`config.mk`:
```
export PLATFORM = sky130hd
export DESIGN_NAME = drive_seq_ctrl
export DESIGN_NICKNAME = d
export VERILOG_FILES = /design/src/design/drive_seq_pkg.sv /design/src/design/drive_seq_ctrl.sv
export VERILOG_INCLUDE_DIRS = /design/src /design/src/design
export SDC_FILE = /design/constraint.sdc
export NUM_CORES = 1
export LEC_CHECK = 0
export ABC_AREA = 1
export ABC_CLOCK_PERIOD_IN_PS = 2000
export BUFFER_PORTS_ARGS = -buffer_cell sky130_fd_sc_hd__buf_2
export CAP_MARGIN = 20
export CORE_MARGIN = 2
export CORE_UTILIZATION = 61
export DETAILED_ROUTE_END_ITERATION = 8
export PLACE_DENSITY = 0.88
export SYNTH_ARGS = -nofsm -noshare
export SYNTH_HDL_FRONTEND = slang
export SYNTH_SLANG_ARGS = --single-unit
```
`constraint.sdc`:
```
create_clock -name clk -period 2 [get_ports clk]
set_input_delay 0.2 -clock clk [delete_from_list [all_inputs] [get_ports clk]]
set_output_delay 0.2 -clock clk [all_outputs]
set_load 0.02 [all_outputs]
```
`src/design/drive_seq_consts.svh`:
```
// Constants for the drive sequencer, fault logic and register map
// Contract
// - speed flag only above about 1000 rpm
// - speed flag gates head load and retract
// - turning status low while spindle rotates
// - pack locks closed while spindle rotates
// - cartridge sector pulses pass undivided
// - fixed disk 40 holes divided by two
// - write channel summary is a fault input
// - illegal input combinations raise faults
// - damaging fault disables servo, retracts heads
// - damaging fault cleared only by start/stop
// - fault clear clears nondamaging faults
// - multi head or read with write nondamaging
// - damaging power fault trips main breaker (code trips it on over temperature only)
// - start needs breakers, cover, arms
// - run lamp lit while motor energized
// - run lamp lit until stopped and released
// - first seek automatic, about 65 seconds
// - damaging fault in first seek stops drive
// - ready lamp only at speed, heads loaded
// - active lamp while seeking, reading, writing
// - fault lamp for all but power loss
// - power drop retracts, stops, then restarts
// - write protect toggles per surface with lamp
// - restore command clears fault lamp (code clears nondamaging faults only; a damaging fault keeps it lit)
`ifndef DRIVE_SEQ_CONSTS_SVH
`define DRIVE_SEQ_CONSTS_SVH
`define OFS_CFG 8'h00
`define OFS_STAT 8'h04
`define CFG_RST 2'h2
`define DEB_RST 11'h07c
`define CLK_HZ 10000000
`define FIRST_SEEK_S 65
`define FIRST_SEEK_CYC (`FIRST_SEEK_S * `CLK_HZ)
`define SPEED_RPM 1000
`define SPEED_CYC (60 * `CLK_HZ / `SPEED_RPM)
`define ROT_TIMEOUT_MS 1000
`define ROT_CYC (`ROT_TIMEOUT_MS * (`CLK_HZ / 1000))
`define DEB_MS 5
`define DEB_CYC (`DEB_MS * (`CLK_HZ / 1000))
`define RETRACT_US 400
`define RETRACT_CYC ((`RETRACT_US * (`CLK_HZ / 1000) + 999) / 1000)
`define RELEASE_MS 200
`define RELEASE_CYC (`RELEASE_MS * (`CLK_HZ / 1000))
`define IN_SS 10
`define IN_FC 9
`define IN_WPC 8
`define IN_WPF 7
`define IN_BRK 6
`define IN_COV 5
`define IN_ARM 4
`define IN_REG 3
`define IN_ACOK 2
`define IN_OVT 1
`define IN_WCF 0
`endif

```
`src/design/drive_seq_pkg.sv`:
```
// Types for the drive sequencer
package drive_seq_pkg;
  typedef enum logic [5:0] {
    S_IDLE = 6'h01,
    S_SEEK = 6'h02,
    S_RDY  = 6'h04,
    S_RETR = 6'h08,
    S_STOP = 6'h10,
    S_REL  = 6'h20
  } seq_st_t;
  typedef struct packed {
    logic awvalid; logic [7:0] awaddr; logic wvalid; logic [31:0] wdata;
    logic [3:0] wstrb; logic bready; logic arvalid; logic [7:0] araddr; logic rready;
  } axil_req_t;
  typedef struct packed {
    logic awready; logic wready; logic bvalid; logic [1:0] bresp;
    logic arready; logic rvalid; logic [31:0] rdata; logic [1:0] rresp;
  } axil_rsp_t;
  typedef struct packed {
    logic start_stop; logic fault_clear; logic wp_cart_btn; logic wp_fixed_btn;
    logic breakers_closed; logic cover_in_place; logic arms_positioned;
    logic regulators_ok; logic ac_power_ok; logic over_temp;
    logic write_channel_fault_summary;
  } panel_in_t;
  typedef struct packed {
    logic [3:0] head_select; logic read_req; logic write_req;
    logic seek_busy; logic restore_cmd;
  } ctrl_in_t;
  typedef struct packed {
    logic spindle_motor_on; logic servo_enable; logic heads_load;
    logic emergency_retract; logic pack_lock_release; logic breaker_trip;
    logic spindle_turning_n; logic cart_sector_out; logic fixed_sector_out;
  } drive_out_t;
  typedef struct packed {
    logic run_lamp; logic ready_lamp; logic active_lamp; logic fault_lamp;
    logic removable_write_inhibit; logic fixed_write_inhibit;
  } lamp_t;
  typedef struct packed {
    axil_rsp_t rsp; logic aw_got; logic [7:0] awaddr; logic w_got;
    logic [1:0] wd; logic wst; logic [1:0] cfg;
    logic [10:0] s1; logic [10:0] s2; logic [10:0] deb; logic [10:0] deb_d;
    logic [10:0][15:0] dcnt;
    logic [2:0] p1; logic [2:0] p2; logic [2:0] p3;
    logic [23:0] ip; logic seen; logic spd; logic [1:0] div;
    seq_st_t st; logic [31:0] tmr; logic dmg; logic nd; logic restart;
    drive_out_t o; lamp_t l;
  } seq_state_t;
endpackage : drive_seq_pkg

```
`src/design/drive_seq_ctrl.sv`:
```
// Drive start/stop sequencer, fault logic, sector division and register slave
`include "drive_seq_consts.svh"
module drive_seq_ctrl #(
  parameter int FIRST_SEEK_CYC = `FIRST_SEEK_CYC,
  parameter int SPEED_CYC      = `SPEED_CYC,
  parameter int ROT_CYC        = `ROT_CYC,
  parameter int DEB_CYC        = `DEB_CYC,
  parameter int RELEASE_CYC    = `RELEASE_CYC
) (
  // Clock and reset
  input  wire logic                      clk,
  input  wire logic                      rst_b,
  // Register bus
  input  wire drive_seq_pkg::axil_req_t  axi_req,
  output drive_seq_pkg::axil_rsp_t       axi_rsp,
  // Operator panel and sensors
  input  wire drive_seq_pkg::panel_in_t  panel,
  input  wire logic                      cart_sector_pulse,
  input  wire logic                      fixed_sector_pulse,
  input  wire logic                      index_pulse,
  // Disk controller
  input  wire drive_seq_pkg::ctrl_in_t   ctrl,
  // Drive and lamp outputs
  output drive_seq_pkg::drive_out_t      drive,
  output drive_seq_pkg::lamp_t           lamps
);
  import drive_seq_pkg::*;

  localparam int RETRACT_CYC = `RETRACT_CYC;

  seq_state_t  r;
  seq_state_t  n;
  logic [10:0] press;
  logic [2:0]  edge_p;
  logic        running;
  logic        ok_start;
  logic        dmg_cause;
  logic        nd_cause;
  logic        aw_hs;
  logic        w_hs;
  logic        ar_hs;

  assign press   = r.deb & ~r.deb_d;
  assign edge_p  = r.p2 & ~r.p3;
  assign running = (r.st == S_SEEK) || (r.st == S_RDY);
  assign ok_start = r.deb[`IN_BRK] & r.deb[`IN_COV] & r.deb[`IN_ARM];

  // Damaging: supply, overheating, interlock opened or speed lost under loaded heads
  assign dmg_cause = ~r.deb[`IN_REG] | r.deb[`IN_OVT]
                   | (running & ~ok_start)
                   | (r.o.heads_load & (r.ip >= 24'(SPEED_CYC)));
  // Nondamaging: several heads, read with write, write channel summary
  assign nd_cause = ((ctrl.head_select & (ctrl.head_select - 4'h1)) != 4'h0)
                  | (ctrl.read_req & ctrl.write_req)
                  | r.deb[`IN_WCF];

  assign aw_hs = axi_req.awvalid & r.rsp.awready;
  assign w_hs  = axi_req.wvalid & r.rsp.wready;
  assign ar_hs = axi_req.arvalid & r.rsp.arready;

  assign axi_rsp = r.rsp;
  assign drive   = r.o;
  assign lamps   = r.l;

  always_comb
  begin
    n = r;

    // Two-stage synchroniser then a stable-time debounce per input
    n.s1 = panel;
    n.s2 = r.s1;
    n.deb_d = r.deb;
    for (int i = 0; i < 11; i++)
    begin
      if (r.s2[i] == r.deb[i])
        n.dcnt[i] = 16'h0;
      else if (r.dcnt[i] == 16'(DEB_CYC - 1))
      begin
        n.deb[i] = r.s2[i];
        n.dcnt[i] = 16'h0;
      end
      else
        n.dcnt[i] = r.dcnt[i] + 16'h1;
    end

    // Sector and index pulses: synchronise, then rising edge
    n.p1 = {index_pulse, fixed_sector_pulse, cart_sector_pulse};
    n.p2 = r.p1;
    n.p3 = r.p2;

    // Index period gives speed and rotation
    if (edge_p[2])
    begin
      n.ip = 24'h0;
      n.seen = 1'b1;
      n.spd = r.seen && (r.ip < 24'(SPEED_CYC));
    end
    else if (r.ip == 24'(ROT_CYC))
      n.seen = 1'b0;
    else
      n.ip = r.ip + 24'h1;
    if (!edge_p[2] && r.ip >= 24'(SPEED_CYC))
      n.spd = 1'b0;

    // Sector division per surface; cfg bit set means divide by two
    for (int i = 0; i < 2; i++)
      if (edge_p[i])
        n.div[i] = ~r.div[i];
    n.o.cart_sector_out  = edge_p[0] & (~r.cfg[0] | r.div[0]);
    n.o.fixed_sector_out = edge_p[1] & (~r.cfg[1] | r.div[1]);

    // Write protect toggles
    if (press[`IN_WPC])
      n.l.removable_write_inhibit = ~r.l.removable_write_inhibit;
    if (press[`IN_WPF])
      n.l.fixed_write_inhibit = ~r.l.fixed_write_inhibit;

    // Fault latches; a new cause wins over a clear
    if (press[`IN_FC] || ctrl.restore_cmd)
      n.nd = 1'b0;
    if (nd_cause)
      n.nd = 1'b1;
    if (press[`IN_SS] && !dmg_cause)
      n.dmg = 1'b0;
    if (dmg_cause)
      n.dmg = 1'b1;

    // Sequence
    unique case (r.st)
      S_IDLE:
      begin
        n.tmr = 32'h0;
        if (!r.dmg && ok_start && r.deb[`IN_ACOK] && (press[`IN_SS] || r.restart))
        begin
          n.st = S_SEEK;
          n.restart = 1'b0;
        end
      end
      S_SEEK, S_RDY:
      begin
        if (r.dmg)
        begin
          n.st = S_RETR;
          n.tmr = 32'h0;
        end
        else if (!r.deb[`IN_ACOK])
        begin
          n.st = S_RETR;
          n.tmr = 32'h0;
          n.restart = 1'b1;
        end
        else if (press[`IN_SS])
        begin
          n.st = S_STOP;
          n.tmr = 32'h0;
        end
        else if (r.st == S_SEEK)
        begin
          if (r.tmr != 32'(FIRST_SEEK_CYC - 1))
            n.tmr = r.tmr + 32'h1;
          else if (r.spd)
            n.st = S_RDY;
        end
      end
      S_RETR:
      begin
        n.tmr = r.tmr + 32'h1;
        if (r.tmr == 32'(RETRACT_CYC - 1))
        begin
          n.st = S_STOP;
          n.tmr = 32'h0;
        end
      end
      S_STOP:
      begin
        if (!r.seen)
          n.st = S_REL;
      end
      S_REL:
      begin
        n.tmr = r.tmr + 32'h1;
        if (r.tmr == 32'(RELEASE_CYC - 1))
          n.st = S_IDLE;
      end
      default:
        n.st = S_IDLE;
    endcase

    // Outputs follow next state
    n.o.spindle_motor_on = (n.st == S_SEEK) || (n.st == S_RDY);
    n.o.servo_enable = n.o.spindle_motor_on && !n.dmg;
    n.o.heads_load = !n.dmg && n.spd
                     && ((n.st == S_SEEK) || (n.st == S_RDY));
    n.o.emergency_retract = (n.st == S_RETR);
    n.o.pack_lock_release = ((n.st == S_REL) || (n.st == S_IDLE)) && !n.seen;
    n.o.breaker_trip = n.dmg && r.deb[`IN_OVT];
    n.o.spindle_turning_n = !n.seen;
    n.l.run_lamp = (n.st != S_IDLE);
    n.l.ready_lamp = (n.st == S_RDY) && n.o.heads_load && !n.nd;
    n.l.active_lamp = n.o.spindle_motor_on
                      && (ctrl.seek_busy | ctrl.read_req | ctrl.write_req);
    n.l.fault_lamp = n.dmg || n.nd;

    // Register write path
    if (aw_hs)
    begin
      n.aw_got = 1'b1;
      n.awaddr = axi_req.awaddr;
    end
    if (w_hs)
    begin
      n.w_got = 1'b1;
      n.wd = axi_req.wdata[1:0];
      n.wst = axi_req.wstrb[0];
    end
    if (r.rsp.bvalid && axi_req.bready)
      n.rsp.bvalid = 1'b0;
    if (r.aw_got && r.w_got && !r.rsp.bvalid)
    begin
      n.aw_got = 1'b0;
      n.w_got = 1'b0;
      n.rsp.bvalid = 1'b1;
      n.rsp.bresp = 2'h0;
      if (r.awaddr == `OFS_CFG)
      begin
        if (r.wst)
          n.cfg = r.wd;
      end
      else if (r.awaddr != `OFS_STAT)
        n.rsp.bresp = 2'h2;
    end
    n.rsp.awready = !n.aw_got && !n.rsp.bvalid;
    n.rsp.wready = !n.w_got && !n.rsp.bvalid;

    // Register read path
    if (r.rsp.rvalid && axi_req.rready)
      n.rsp.rvalid = 1'b0;
    if (ar_hs)
    begin
      n.rsp.rvalid = 1'b1;
      n.rsp.rresp = 2'h0;
      if (axi_req.araddr == `OFS_CFG)
        n.rsp.rdata = {30'h0, r.cfg};
      else if (axi_req.araddr == `OFS_STAT)
        n.rsp.rdata = {13'h0, r.st, r.dmg, r.nd, r.restart, r.spd, r.seen, r.l, r.cfg};
      else
      begin
        n.rsp.rdata = 32'h0;
        n.rsp.rresp = 2'h2;
      end
    end
    n.rsp.arready = !n.rsp.rvalid;
  end

  always_ff @(posedge clk or negedge rst_b)
  begin
    if (!rst_b)
    begin
      r <= '0;
      r.st <= S_IDLE;
      r.cfg <= `CFG_RST;
      r.o.spindle_turning_n <= 1'b1;
      // Panel starts at rest so power-up raises no false fault or press
      r.s1 <= `DEB_RST;
      r.s2 <= `DEB_RST;
      r.deb <= `DEB_RST;
      r.deb_d <= `DEB_RST;
    end
    else
      r <= n;
  end
endmodule : drive_seq_ctrl

```
Word-level counts from Yosys, hierarchy flattened:

Index checks and enable logic that the tools add are counted.
Widths: inputs -> output; s select.

* register bits: 369
* input port bits: 81
* output and inout port bits: 56
* word-level logic and storage cells: 291

* add/sub/neg operators: 14
* $lt $le $gt $ge: 2
* eq/ne operators: 46
* multiplexer cells: 62
* bitwise logic cells: 43
* reduce and logical (&&, ||, !) cells: 57

Operator list (number)
* $mux 16: 22
* $mux 38: 5
* $add 16x1->16 const B: 11
* $eq 16x16->1 const B: 11
* $pmux 32 s4: 1
* $mux 32: 2
* $mux 35: 1
* $add 32x1->32 const B: 1
* $eq 32x12->1 const B: 1
* $eq 32x21->1 const B: 1
* $ne 32x30->1 const B: 1
* $mux 6: 5
* $pmux 6 s5: 1
* $mux 25: 1
* $add 24x1->24 const B: 1
* $eq 24x24->1 const B: 1
* $ge 24x20->1 const B: 1
* $lt 24x20->1 const B: 1
* $mux 24: 1
* $reduce_and 2->1: 11
* $logic_and 1x1->1: 20
* $mux 19: 1
* $not 1->1: 19
* $logic_not 8->1: 2
* other kinds (33): 102

Logic depth before layout (Yosys ltp):

* depth in word-level cells: 15
* gate-level depth with buffers: 15
* depth with buffers taken out: 14

Least setup slack after synthesis:

Ideal clock, no wire load.

* path type: register to register
* from: register r[18] (netlist bit)
* to: register r[32] (netlist bit)
* library setup time: 0.117 ns
* arrival time: 1.670 ns
* data required time: 1.883 ns
* slack: 0.212 ns
* cell stages (with the launch flop): 14
* path buffers: 1
* path through: dfrtp_1 -> ha_1 -> nand2_1 -> nor2_1 -> nand2_1 -> nor2_1 -> and2_4 -> o21ai_4 -> nand2_4 -> inv_2 -> buf_6 -> nand2_2 -> o21ai_1 -> nor2_1

* word-level cells in the longest chain between the ends: 7
* elaborated cells on any way between the ends: 12

RTL lines
* start: declaration: RTL line drive_seq_ctrl.sv:31 `seq_state_t r;`
* start signal: assignment: RTL line drive_seq_ctrl.sv:270 `r <= n;`
* $add 32x1->32: RTL line drive_seq_ctrl.sv:160, drive_seq_ctrl.sv:167, drive_seq_ctrl.sv:181
* $mux 32: RTL line drive_seq_ctrl.sv:159 `if (r.tmr != 32'(FIRST_SEEK_CYC - 1))`
* $mux 38: RTL line drive_seq_ctrl.sv:157 `else if (r.st == S_SEEK)`
* $mux 38: RTL line drive_seq_ctrl.sv:152 `` else if (press[`IN_SS]) ``
* $mux 38: RTL line drive_seq_ctrl.sv:146 `` else if (!r.deb[`IN_ACOK]) ``
* $mux 38: RTL line drive_seq_ctrl.sv:141 `if (r.dmg)`
* $pmux 32 s4: RTL line drive_seq_ctrl.sv:129 `unique case (r.st)`

Parallel ways exist; a longest one is shown, timed or not. The select of a mux whose other input is x is not followed.
A chain may end at the register's enable or synchronous reset.

==> impl_metrics.json <==
{
  "crit_end": "r[267]",
  "cts_tree": "yes",
  "rr_startpoint": "r[253]",
  "clock_latency_ps": 540,
  "clk_pin_slew_ps": 60,
  "first_pass_iters": 9,
  "rrSetupSlack_ps": -130,
  "synth_area_per_cell_um2": 8.262,
  "finalCritPeriodShare": 1.066,
  "vias": 15670,
  "intPower_mw": 12.30,
  "netlist.area_leader.share": 0.4743,
  "synth_edf_count": 0,
  "synth_ff_type": "dfrtp_1",
  "grt_max_degree": 82,
  "worst_r2r_endpoint": "r[267]",
  "setup_tns_ps": -990.5,
  "finClkSkew_ps": 14.17,
  "nets": 2397,
  "row_count": 61,
  "whs_path_depth": 4,
  "totalWireLength_um": 46630,
  "async_reset_ff_frac": 1.000,
  "crit_type": "flip-flop to flip-flop",
  "clockRootBuffer": "clkbuf_16",
  "endpoint_kind": "flip-flop",
  "fp.coreArea_um2": 27930,
  "grt_pass1_vias": 15070,
  "dieArea_um2": 29820,
  "post-layout-total-power_mw": 16.23,
  "switchingPower_mw": 3.929,
  "rsz0062_at_grt": "true",
  "cts.sinks": 347,
  "netlist_area_um2": 17360,
  "drt_iter0_drc": 1700,
  "detail-route-antenna-nets": 0,
  "ys_types": 61,
  "design_area_um2": 21160,
  "path_max_fanout": 4,
  "setup-violations-final": 19,
  "initial_utilization": 0.6214,
  "yosysWarnings": 0,
  "hold_class": "input pin to flip-flop",
  "grt-ovfl-total": 0,
  "startpoint": "r[253]",
  "wl_per_cell_um": 17.21,
  "powerDensity_nw_per_um2": 766.9,
  "gp_congestion": 1.004,
  "grt.total_usage": 0.2786,
  "grt_pass1_wl_um": 69860,
  "grt_antenna_before_repair": 1,
  "cp.required_ps": 2400,
  "drv_slew": 0,
  "fin_cells": 2710,
  "die_height_um": 172.7,
  "maxCapViolations": 0,
  "ios": 137,
  "yosys-top-cells-area": "dfrtp_1 (47%), nand2_1 (7.8%), inv_1 (6.8%)",
  "min_period_ps": 2131,
  "pwr-share-seq": 0.468,
  "r2r_cells": 10,
  "netlist_instances": 2101,
  "combPwrFrac": 0.075,
  "violations": "DRC, setup timing",
  "switching_share": 0.2421,
  "dpl-instance-area_um2": 18310,
  "worstMarginPinSlew_ps": 560.9,
  "cp-start-kind": "flip-flop",
  "synth_seq_cells": 347,
  "clkPwrFrac": 0.457,
  "htreeDepth": 2,
  "hold_violations": 0,
  "drive_gt1_frac": 0.2106,
  "port_buffers": 88,
  "viasPerCell": 5.782,
  "yosysTopAreaCell": "dfrtp_1",
  "chipWidth_um": 172.7,
  "numCtsBuffers": 38,
  "final_common_cell": "nand2_1",
  "drc_errors": 3,
  "ys_seq_area_frac": 0.5015,
  "fin_ws_ps": -131.1,
  "layout_common_cells": "nand2_1 (334), dfrtp_1 (326), inv_1 (306)",
  "timing.fmax_ghz": 0.4692,
  "status": "finished with violations",
  "p_leak_nw": 9.928,
  "post-place-cells": 2566,
  "critPathArrivalTime_ps": 2530,
  "clockBufferDepth": 3,
  "maxSlewHeadroom": 0.6226,
  "peakVddDrop_mv": 0.6601,
  "dp_hpwl_um": 27880,
  "area_growth_pct": 21.91
}
## kinds of logic (layout without fill, tap and decap cells)
group                      Yosys count  count (layout)  share of synthesized area
AOI/OAI and AO/OA                  248             248                    0.07857
xor gates and xnor gates            62              62                    0.03128
adders and majority gates           14              14                    0.01009
buffers and inverters              394             610                    0.09919
DFF                                347             347                     0.5015
muxes                                8               8                   0.005190
other                                1              16                  0.0002160
and+or+nand+nor                   1027            1027                     0.2739
## sequential cells by signal, summed over array words and instances (netlist names)
| name | flops |
|---|---|
| r | 278 |
| n | 28 |
| axi_rsp | 26 |
| drive | 9 |
| lamps | 6 |
## critical path, stage by stage, from the launching register on
cell	delay [ps]
dfrtp_1	450
ha_4	190
nand3_4	120
nor4_4	390
nand2_1	140
inv_2	110
nand2_2	80
nor2_2	110
nand3_1	90
xor2_1	250
nor2_1	90
## cells in the mapped netlist (all sizes together), types with 3 or more instances
cell and instances:
and3 6, o22ai 3, nor3 87, o31ai 11, xor2 45, a31oi 6, dfstp 18, nor2 307
nor4 49, xnor2 17, a21oi 105, inv 321, nand3 121, nand2 369, nand4 54, buf 63
nor3b 18, or2 13, mux2 8, clkbuf 9, o21ai 104, o211ai 5, ha 14, o21bai 4
dfrtp 329
## routing by layer
| layer | wire length (um) | vias up | part of all wire | track usage |
|---|---|---|---|---|
| met3 | 3210 | 199 | 0.069 | 0.04156 |
| met1 | 17580 | 7522 | 0.38 | 0.3493 |
| met5 | 0 | - | 0 | 0 |
| met2 | 23460 | 800 | 0.50 | 0.4869 |
| met4 | 2383 | 0 | 0.051 | 0.1126 |
| li1 | - | 7148 | - | - |
## what timing repair did
action / 4_1_cts / 5_1_grt
pin swaps: 1 / 68
setup buffers: 1 / 42
hold endpoints to repair: 359 / 0
setup endpoints to repair: 28 / 137
hold buffers: 33 / 0
cloned: 0 / 0
resized for setup: 11 / 211
## per-stage QoR
step | utilization | setup slack (ps) | hold WS (ps)
after CTS | 0.7173 | 0.8611 | 38.23
after global routing | 0.7575 | -160.7 | 108.8
after global placement | 0.6556 | 72.66 | 99.71
final | 0.7575 | -131.1 | 62.29
after detailed placement | 0.6556 | -48.25 | 101.2
after floorplan | - | 212.4 | -95.59
## power groups by stage
stage	clock [mW]	sequential (mW)	combinational (mW)
2_1_floorplan	0	7.62	0.721
3_3_place_gp	0	7.66	0.989
3_5_place_dp	0	7.68	1.05
4_1_cts	7.47	7.56	1.13
5_1_grt	7.81	7.62	1.37
6_report	7.41	7.60	1.22
## worst min path at each step
stage,from,endpoint,slack (ps)
floorplan,rst_b,axi_rsp[10],-100
global placement,rst_b,r[130],100
detailed placement,rst_b,r[130],100
CTS,ctrl[2],r[16],40
global route,ctrl[7],r[16],110
finish,axi_req[56],r[326],60
## area by class of cell
type | count | area, um^2
clock inverter | 19 | 254.0
multi-input combinational | 1374 | 7821
clock buffer | 50 | 1087
inverter | 322 | 1216
antenna | 1 | 2.502
sequential | 347 | 8710
fill | 1766 | 6773
timing repair buffer | 219 | 1598
tap | 378 | 473.0
No activity file was read; power rests on OpenSTA's default activity.
